--- config.mk ---
export PLATFORM = sky130hd
export DESIGN_NAME = mcu_interrupt_controller
export DESIGN_NICKNAME = d
export VERILOG_FILES = /design/src/rtl/intc_pkg.sv /design/src/rtl/mcu_interrupt_controller.sv /design/src/rtl/pin_edge_detect.sv /design/src/rtl/prio_pick.sv
export SDC_FILE = /design/constraint.sdc
export NUM_CORES = 1
export LEC_CHECK = 0
export BUFFER_PORTS_ARGS = -buffer_cell sky130_fd_sc_hd__buf_2
export CORE_MARGIN = 8
export CORE_UTILIZATION = 30
export DETAILED_ROUTE_END_ITERATION = 16
export PLACE_DENSITY_LB_ADDON = 0.12
export SYNTH_ARGS = -nofsm -noshare
export SYNTH_HDL_FRONTEND = slang
export SYNTH_SLANG_ARGS = --single-unit
--- constraint.sdc ---
create_clock -name clk -period 7.8 [get_ports clk]
set_clock_uncertainty 0.1 [all_clocks]
set_input_delay 1.56 -clock clk [delete_from_list [all_inputs] [get_ports clk]]
set_output_delay 1.56 -clock clk [all_outputs]
set_load 0.05 [all_outputs]
--- src/rtl/intc_pkg.sv ---
// Purpose: shared constants of the interrupt controller
// Assumes: APB with 32-bit data, one aligned word per register
// Notes: offsets are byte addresses
package intc_pkg;
	localparam int PCW = 12;
	localparam int STACK_DEPTH = 12;
	localparam int NSRC = 7;
	localparam int VW = 3;
	localparam int ADDR_W = 8;
	localparam logic [7:0] OFS_CTRL = 8'h00;
	localparam logic [7:0] OFS_T3 = 8'h04;
	localparam logic [7:0] OFS_EXT = 8'h08;
	localparam logic [7:0] OFS_EDGE = 8'h0c;
	localparam logic [7:0] OFS_CMP = 8'h10;
	localparam logic [7:0] OFS_MF = 8'h14;
	localparam logic [7:0] OFS_STAT = 8'h18;
	localparam int GIE_BIT = 0;
	localparam int T3_AF_BIT = 5;
	localparam int T3_PF_BIT = 4;
	localparam int T3_AE_BIT = 1;
	localparam int T3_PE_BIT = 0;
	localparam int FLAG_LSB = 4;
	localparam int EN_LSB = 0;
	localparam int STAT_SP_LSB = 0;
	localparam int STAT_VEC_LSB = 4;
	localparam int STAT_FULL_BIT = 8;
	localparam logic [7:0] REG_RST = 8'h00;
	localparam logic [1:0] EDGE_OFF = 2'h0;
	localparam logic [1:0] EDGE_RISE = 2'h1;
	localparam logic [1:0] EDGE_FALL = 2'h2;
	localparam logic [1:0] EDGE_BOTH = 2'h3;
	localparam logic [VW-1:0] VEC_EXT0 = 3'h0;
	localparam logic [VW-1:0] VEC_CP0 = 3'h4;
	localparam logic [VW-1:0] VEC_MF = 3'h6;
	localparam logic [PCW-1:0] VEC_BASE = 12'h004;
	localparam logic [PCW-1:0] VEC_STEP = 12'h004;
	// position 0 of the list is served first
	localparam logic [NSRC*VW-1:0] PRIO_DEFAULT =
		{3'h6, 3'h5, 3'h4, 3'h3, 3'h2, 3'h1, 3'h0};

	function automatic logic [PCW-1:0] vecAddr(input logic [VW-1:0] idx);
		return PCW'(VEC_BASE + (VEC_STEP * PCW'(idx)));
	endfunction : vecAddr
endpackage : intc_pkg

--- src/rtl/mcu_interrupt_controller.sv ---
// Purpose: vectored interrupt controller with call stack and APB registers
// Assumes: core raises instrBoundary between instructions
// Notes: APB answers with no wait states
`timescale 1ns/1ps
`default_nettype none
// How it works
// - timer-3 A flag at bit 5, enable bit 1; bits 7:6, 3:2 read zero.
// - timer-3 P flag at bit 4, enable bit 0; all reset to zero.
// - source events set their flag regardless of the enable.
// - a vector is taken only when its enable bit is one.
// - global enable low blocks every interrupt; flags still set.
// - acknowledge pushes the next pc and loads the vector address.
// - return from interrupt pops the saved pc.
// - servicing clears the global enable, preventing nesting.
// - requests while blocked keep their flags for later service.
// - no acknowledge while the stack is full.
// - simultaneous requests are served in fixed priority order.
// - a flag becoming set wakes from sleep or idle; old flags do not.
// - pin transition of the selected type sets that pin's flag.
// - pin vector needs global enable and that pin's enable.
// - servicing a pin vector clears that pin's flag and global enable.
// - edge select picks rising, falling, both, or off per pin.
// - a comparator output change sets that comparator's flag.
// - comparator vector needs global enable and its enable bit.
// - servicing a comparator clears its flag and the global enable.
// - shared flag sets when a grouped source flag with its enable one sets; service clears it.
module mcu_interrupt_controller #(
	parameter int PCW = intc_pkg::PCW,
	parameter int STACK_DEPTH = intc_pkg::STACK_DEPTH,
	parameter logic [intc_pkg::NSRC*intc_pkg::VW-1:0] PRIO_ORDER =
		intc_pkg::PRIO_DEFAULT
) (
	input wire logic clk,
	input wire logic srst,
	input wire logic psel,
	input wire logic penable,
	input wire logic pwrite,
	input wire logic [intc_pkg::ADDR_W-1:0] paddr,
	input wire logic [31:0] pwdata,
	output logic [31:0] prdata,
	output logic pready,
	output logic pslverr,
	input wire logic instrBoundary,
	input wire logic [PCW-1:0] pcNext,
	input wire logic callExec,
	input wire logic retExec,
	input wire logic returnFromInterrupt,
	input wire logic lowPower,
	input wire logic timer3CmpA,
	input wire logic timer3CmpP,
	input wire logic [1:0] cmpOut,
	input wire logic [3:0] externalInterruptPins,
	output logic intAck,
	output logic pcLoadValid,
	output logic [PCW-1:0] pcLoadAddr,
	output logic stackFull,
	output logic wakeUp
);
	localparam int VW = intc_pkg::VW;
	localparam int NSRC = intc_pkg::NSRC;
	localparam int SPW = $clog2(STACK_DEPTH + 1);
	localparam logic [SPW-1:0] SP_FULL = SPW'(STACK_DEPTH);

	typedef struct packed {
		logic gie;
		logic [1:0] t3Flag;
		logic [1:0] t3En;
		logic [3:0] extFlag;
		logic [3:0] extEn;
		logic [7:0] edgeSel;
		logic [1:0] cpFlag;
		logic [1:0] cpEn;
		logic mfFlag;
		logic mfEn;
		logic [1:0] cmpS1;
		logic [1:0] cmpS2;
		logic [1:0] cmpPrev;
		logic [SPW-1:0] sp;
		logic [STACK_DEPTH-1:0][PCW-1:0] stack;
		logic pcLoadValid;
		logic [PCW-1:0] pcLoadAddr;
		logic [VW-1:0] lastVec;
		logic wake;
		logic [31:0] rdata;
	} ctrl_state_t;
	ctrl_state_t q, d;

	logic [3:0] extHit;
	logic [NSRC-1:0] pend;
	logic anyPend;
	logic [VW-1:0] selVec;
	logic take;
	logic full;
	logic wrEn;
	logic [1:0] t3Set;
	logic [1:0] cpSet;
	logic mfSet;

	function automatic logic isMapped(input logic [intc_pkg::ADDR_W-1:0] a);
		return a == intc_pkg::OFS_CTRL || a == intc_pkg::OFS_T3 ||
			a == intc_pkg::OFS_EXT || a == intc_pkg::OFS_EDGE ||
			a == intc_pkg::OFS_CMP || a == intc_pkg::OFS_MF ||
			a == intc_pkg::OFS_STAT;
	endfunction : isMapped

	pin_edge_detect #(
		.N(4)
	) u_edge (
		.clk(clk),
		.srst(srst),
		.pin(externalInterruptPins),
		.sel(q.edgeSel),
		.hit(extHit)
	);

	prio_pick #(
		.N(NSRC),
		.W(VW),
		.ORDER(PRIO_ORDER)
	) u_prio (
		.req(pend),
		.any(anyPend),
		.idx(selVec)
	);

	assign full = q.sp == SP_FULL;
	assign t3Set = {timer3CmpA, timer3CmpP};
	assign cpSet = q.cmpS2 ^ q.cmpPrev;
	assign mfSet = |(t3Set & q.t3En);
	// bit i of pend belongs to vector i
	assign pend = {q.mfFlag & q.mfEn, q.cpFlag & q.cpEn,
		q.extFlag & q.extEn};
	// call or return in the same cycle owns the stack, so wait a boundary
	assign take = instrBoundary & q.gie & anyPend & ~full &
		~(callExec | retExec | returnFromInterrupt);
	assign wrEn = psel & penable & pwrite & isMapped(paddr);

	always_comb begin
		logic [31:0] rd;
		rd = '0;
		d = q;
		d.pcLoadValid = 1'b0;
		d.cmpS1 = cmpOut;
		d.cmpS2 = q.cmpS1;
		d.cmpPrev = q.cmpS2;
		if (wrEn) begin
			unique case (paddr)
				intc_pkg::OFS_CTRL: d.gie = pwdata[intc_pkg::GIE_BIT];
				intc_pkg::OFS_T3: begin
					d.t3Flag = {pwdata[intc_pkg::T3_AF_BIT],
						pwdata[intc_pkg::T3_PF_BIT]};
					d.t3En = {pwdata[intc_pkg::T3_AE_BIT],
						pwdata[intc_pkg::T3_PE_BIT]};
				end
				intc_pkg::OFS_EXT: begin
					d.extFlag = pwdata[intc_pkg::FLAG_LSB +: 4];
					d.extEn = pwdata[intc_pkg::EN_LSB +: 4];
				end
				intc_pkg::OFS_EDGE: d.edgeSel = pwdata[7:0];
				intc_pkg::OFS_CMP: begin
					d.cpFlag = pwdata[intc_pkg::FLAG_LSB +: 2];
					d.cpEn = pwdata[intc_pkg::EN_LSB +: 2];
				end
				intc_pkg::OFS_MF: begin
					d.mfFlag = pwdata[intc_pkg::FLAG_LSB];
					d.mfEn = pwdata[intc_pkg::EN_LSB];
				end
				default: begin
				end
			endcase
		end
		if (take) begin
			d.gie = 1'b0;
			d.lastVec = selVec;
			if (selVec < intc_pkg::VEC_CP0) begin
				d.extFlag[selVec[1:0]] = 1'b0;
			end else if (selVec < intc_pkg::VEC_MF) begin
				d.cpFlag[selVec[0]] = 1'b0;
			end else begin
				d.mfFlag = 1'b0;
			end
			d.stack[q.sp] = pcNext;
			d.sp = SPW'(q.sp + 1'b1);
			d.pcLoadValid = 1'b1;
			d.pcLoadAddr = intc_pkg::vecAddr(selVec);
		end else if (retExec | returnFromInterrupt) begin
			// popping an empty stack is ignored
			if (q.sp != '0) begin
				d.sp = SPW'(q.sp - 1'b1);
				d.pcLoadValid = 1'b1;
				d.pcLoadAddr = q.stack[SPW'(q.sp - 1'b1)];
			end
		end else if (callExec) begin
			// overflow silently drops the address, as the core would
			if (!full) begin
				d.stack[q.sp] = pcNext;
				d.sp = SPW'(q.sp + 1'b1);
			end
		end
		// hardware sets land last so they win over any clear
		d.t3Flag = d.t3Flag | t3Set;
		d.extFlag = d.extFlag | extHit;
		d.cpFlag = d.cpFlag | cpSet;
		d.mfFlag = d.mfFlag | mfSet;
		// only new events wake, so a flag already set stays quiet
		d.wake = lowPower & |{t3Set, extHit, cpSet, mfSet};
		unique case (paddr)
			intc_pkg::OFS_CTRL: rd[intc_pkg::GIE_BIT] = q.gie;
			intc_pkg::OFS_T3: begin
				rd[intc_pkg::T3_AF_BIT] = q.t3Flag[1];
				rd[intc_pkg::T3_PF_BIT] = q.t3Flag[0];
				rd[intc_pkg::T3_AE_BIT] = q.t3En[1];
				rd[intc_pkg::T3_PE_BIT] = q.t3En[0];
			end
			intc_pkg::OFS_EXT: begin
				rd[intc_pkg::FLAG_LSB +: 4] = q.extFlag;
				rd[intc_pkg::EN_LSB +: 4] = q.extEn;
			end
			intc_pkg::OFS_EDGE: rd[7:0] = q.edgeSel;
			intc_pkg::OFS_CMP: begin
				rd[intc_pkg::FLAG_LSB +: 2] = q.cpFlag;
				rd[intc_pkg::EN_LSB +: 2] = q.cpEn;
			end
			intc_pkg::OFS_MF: begin
				rd[intc_pkg::FLAG_LSB] = q.mfFlag;
				rd[intc_pkg::EN_LSB] = q.mfEn;
			end
			intc_pkg::OFS_STAT: begin
				rd[intc_pkg::STAT_SP_LSB +: SPW] = q.sp;
				rd[intc_pkg::STAT_VEC_LSB +: VW] = q.lastVec;
				rd[intc_pkg::STAT_FULL_BIT] = full;
			end
			default: rd = '0;
		endcase
		// sampled in setup so the access phase shows stable data
		if (psel & ~penable) begin
			d.rdata = rd;
		end
	end

	always_ff @(posedge clk) begin
		if (srst) begin
			q <= '0;
		end else begin
			q <= d;
		end
	end

	assign prdata = q.rdata;
	assign pready = 1'b1;
	assign pslverr = psel & penable & ~isMapped(paddr);
	assign intAck = take;
	assign pcLoadValid = q.pcLoadValid;
	assign pcLoadAddr = q.pcLoadAddr;
	assign stackFull = full;
	assign wakeUp = q.wake;
endmodule : mcu_interrupt_controller
`default_nettype wire

--- src/rtl/pin_edge_detect.sv ---
// Purpose: synchronise external pins and flag selected transitions
// Assumes: pins are asynchronous to clk
// Notes: hit is a one-cycle pulse per pin
`timescale 1ns/1ps
`default_nettype none
module pin_edge_detect #(
	parameter int N = 4
) (
	input wire logic clk,
	input wire logic srst,
	input wire logic [N-1:0] pin,
	input wire logic [2*N-1:0] sel,
	output logic [N-1:0] hit
);
	typedef struct packed {
		logic [N-1:0] s1;
		logic [N-1:0] s2;
		logic [N-1:0] prev;
	} edge_state_t;
	edge_state_t q, d;

	always_comb begin
		d = q;
		hit = '0;
		d.s1 = pin;
		d.s2 = q.s1;
		d.prev = q.s2;
		for (int i = 0; i < N; i++) begin
			unique case (sel[2*i +: 2])
				intc_pkg::EDGE_RISE: hit[i] = q.s2[i] & ~q.prev[i];
				intc_pkg::EDGE_FALL: hit[i] = ~q.s2[i] & q.prev[i];
				intc_pkg::EDGE_BOTH: hit[i] = q.s2[i] ^ q.prev[i];
				intc_pkg::EDGE_OFF: hit[i] = 1'b0;
			endcase
		end
	end

	always_ff @(posedge clk) begin
		if (srst) begin
			q <= '0;
		end else begin
			q <= d;
		end
	end
endmodule : pin_edge_detect
`default_nettype wire

--- src/rtl/prio_pick.sv ---
// Purpose: fixed-order pick of one pending vector
// Assumes: ORDER lists vector numbers, lowest slot served first
// Notes: purely combinational
`timescale 1ns/1ps
`default_nettype none
module prio_pick #(
	parameter int N = 7,
	parameter int W = 3,
	parameter logic [N*W-1:0] ORDER = intc_pkg::PRIO_DEFAULT
) (
	input wire logic [N-1:0] req,
	output logic any,
	output logic [W-1:0] idx
);
	always_comb begin
		logic [W-1:0] v;
		v = '0;
		any = 1'b0;
		idx = '0;
		// walk from lowest priority up so the best slot writes last
		for (int k = N - 1; k >= 0; k--) begin
			v = ORDER[k*W +: W];
			if (req[v]) begin
				any = 1'b1;
				idx = v;
			end
		end
	end
endmodule : prio_pick
`default_nettype wire

==> results.md <==
* First-pass GRT wire length at about 46 mm
* Per-cell routed wire length at 19.3 um
* Crit-path slowest cell: nand2_1
* Critical Path AT at 3.63 ns
* Worst-path clk slew at 0.05 ns
* Detail Route Antenna Nets at 0
* Pin count of the biggest net entering global routing at 101
* Core area at 0.0352 mm2
* Min Clock Period, post-route at 5.29 ns
* Reg2Reg Setup Slack at 4.39 ns
* Cell area after synthesis at 0.0106 mm2
* Non-Filler Instances at 1537
* CTS HTree Levels at 1
* Sequential area share after synthesis at 41.2%
* Area delta synth->final at 11.1%
* Initial core utilization at between 30% and 40%
* PostCTS Resize Cnt at 0
* Die height at around 200 um
* Fmax at 0.189 GHz
* Final Hold Viols at 0
* Layout cell share with drive strength beyond 1 at 17.7%
* CTS Buffer Depth at 3
* Placed cells at between 1000 and 1500
* Overall Global Routing Usage at 14.0%
* FF/Latch Area at 0.00439 mm2
* Final worst slack at about 2.5 ns
* Hold EP: u_edge.d[0]$_SDFF_PP0_
* Crit Reg-Reg Endpoint: pcLoadAddr[5]$_SDFFE_PP0P_
* Routability cong. at 0.782
* DRT Pass-1 Iters at 7
* Slew Viols, Final at 0
* Yosys cell types at 63
* Avg Inst Size Synth at roughly 10 um2
* CP peak stage delay at between 0.3 and 0.4 ns
* WL final at 29.7 mm
* Via/cell ratio at 4.87
* Setup Buffers After CTS at 0
* Grt total ovfl at 0
* Die area at 0.0418 mm2
* Iteration-0 DRC count of the detailed router at 428
* Area of the multi-input gates at 0.00547 mm2
* TritonCTS clock tree: yes
* Crit path max fanout at 16
* CTS buffer count at 26
* Clock latency on the worst-skew pair at 0.54 ns
* Final setup vio count at 0
* RSZ-0062 raised after global routing: no
* Run status: finished clean
* Worst path top cell family by delay: buffers and inverters
* Worst endpoint required time at ~6.1 ns
* Dpl ws at 2.54 ns
* Final period util at 67.8%
* Setup CP Type: input port to output pin
* FILL cells at 3639
* Worst hold start: u_edge.d[4]$_SDFF_PP0_
* Pwr per Cell Area at 277 mW/mm2
* Rel. slew slack at 24.9%
* IR drop worst, VDD at 153 uV
* Hold-fix buffers, CTS at 0
* Fraction of registers with async set or reset after synthesis at 0%
* Setup TNS Final at 0 ns
* Pleak at 5.37 nW
* Drt drc at 0
* Vias at 7487
* Vias in the first global route at 7393
* Most common flop cell mapped by yosys: dfxtp_1
* Most frequent CP cell: buf_2
* DIE WIDTH at 204 um
* Max-Cap Viols at 0
* Post-DP HPWL at 19.7 mm
* Worst-case reg-to-reg path depth at 6
* YS warnings at 0
* Hold Path Class: flip-flop to flip-flop
* Initial antenna violation count at 1
* Worst Setup End Kind: output pin
* Syn Inst Count at about 1100
* Ant. Diodes at 0
* Rows at 69
* Hold Path Stages at 1
* PortBufs at between 70 and 80
* Post-synth EDFFs at 0
* Crit path buf inv count at 4
* FF+latch count, synth at 219
* CTS Sinks at 219
* Root Driver: clkbuf_16
* Final net count at between 1000 and 1500
* Crit path cell chain: buf_2 -> a311oi_4 -> buf_4 -> nor3b_1 -> nand2_1 -> inv_1 -> buf_2
* RR Startpoint: q[193]$_SDFFE_PP0P_
* Crit path launch type: input port
* Worst-Margin Slew at approximately 1.1 ns
* Io pins at 120
==> through the flow <==
stage               total power (W)  utilization [%]  hold slack, ns  area, um2
global placement            0.00208             31.1           0.321      11000
finish                      0.00328             33.6           0.332      11800
global route                0.00344             33.6           0.351      11800
floorplan                   0.00188                -           0.314      10700
detailed placement          0.00208             31.1           0.324      11000
CTS                         0.00334             33.6           0.335      11800
==> routing by layer <==
metal	vias up	track usage (%)	part of all wire [%]
li1	3669	-	-
met1	3638	18.4	46
met2	143	23.9	48
met3	37	1.95	3.8
met4	0	3.42	2.0
met5	-	0	0
==> report_power, final <==
part / internal [W] / switching [W]
Combinational: 0.000242 / 0.000555
Clock: 0.000753 / 0.000477
Sequential: 0.00117 / 0.0000757
==> cell families after synthesis <==
| kind of cell | synth area share (%) |
|---|---|
| flip-flops | 41.2 |
| adder cells (fa/ha/maj) | 2.00 |
| AO/OA/AOI/OAI | 9.95 |
| multiplexers | 25.1 |
| other | 0.0705 |
| XOR/XNOR | 0.411 |
| AND/OR/NAND/NOR | 12.6 |
| buffers and inverters | 8.63 |
==> worst max-delay path by stage <==
stage                                    from  endpoint  slack [ns]  cells after the start
final                     returnFromInterrupt    intAck        2.51                      7
after global routing      q[193]$_SDFFE_PP0P_    intAck        2.25                      8
after CTS                 q[193]$_SDFFE_PP0P_    intAck        2.47                      8
after detailed placement  returnFromInterrupt    intAck        2.54                      7
after floorplan                      paddr[2]   pslverr        3.09                      4
after global placement    returnFromInterrupt    intAck        2.56                      7
==> synthesized netlist by cell type (12+ instances only) <==
library cell	instances	share of area (%)
dfxtp_1	219	41
nor2_1	191	6.7
mux2i_1	175	16
buf_4	46	3.2
a21oi_1	45	2.1
clkbuf_1	44	1.6
mux4_2	37	7.8
nand2_1	27	0.95
inv_1	24	0.85
nand3_1	23	1.1
nor2b_1	19	1.1
ha_1	17	2.0
o21ai_0	17	0.80
a31oi_1	15	0.88
nor3_1	13	0.61
a22oi_1	12	0.85
clkbuf_4	12	0.85
==> cell usage in the layout, fill, tap and decap left out, types with 5 or more instances in the layout <==
cell,synthesis,final
a31oi_1,15,15
nor2_1,191,191
buf_4,46,12
o21ai_0,17,17
dfxtp_1,219,218
and3_1,8,8
a21oi_1,45,45
ha_1,17,16
inv_1,24,24
nand3_1,23,23
mux2_2,8,8
o2111ai_4,8,8
a22oi_1,12,12
clkbuf_8,1,5
nor3_1,13,13
mux4_2,37,37
a211oi_1,9,9
nand2_1,27,27
mux2i_1,175,175
clkbuf_16,0,26
buf_2,9,70
conb_1,2,24
nor2b_1,19,19
==> cell type report <==
class | instances | share of cell area (%)
Inverter | 24 | 0.761
Clock inverter | 8 | 1.07
Sequential cell | 219 | 37.1
Tap cell | 461 | 4.87
Timing Repair Buffer | 83 | 3.82
Multi-Input combinational cell | 707 | 46.2
Clock buffer | 35 | 6.21
==> sequential cells by signal, summed over array words and instances, names as in the netlist <==
register and cells:
q 180, u_edge.q 4, u_edge.d 8, prdata 9, d 4, wakeUp 1, pcLoadValid 1, pcLoadAddr 12
No activity file was read; power rests on OpenSTA's default activity.
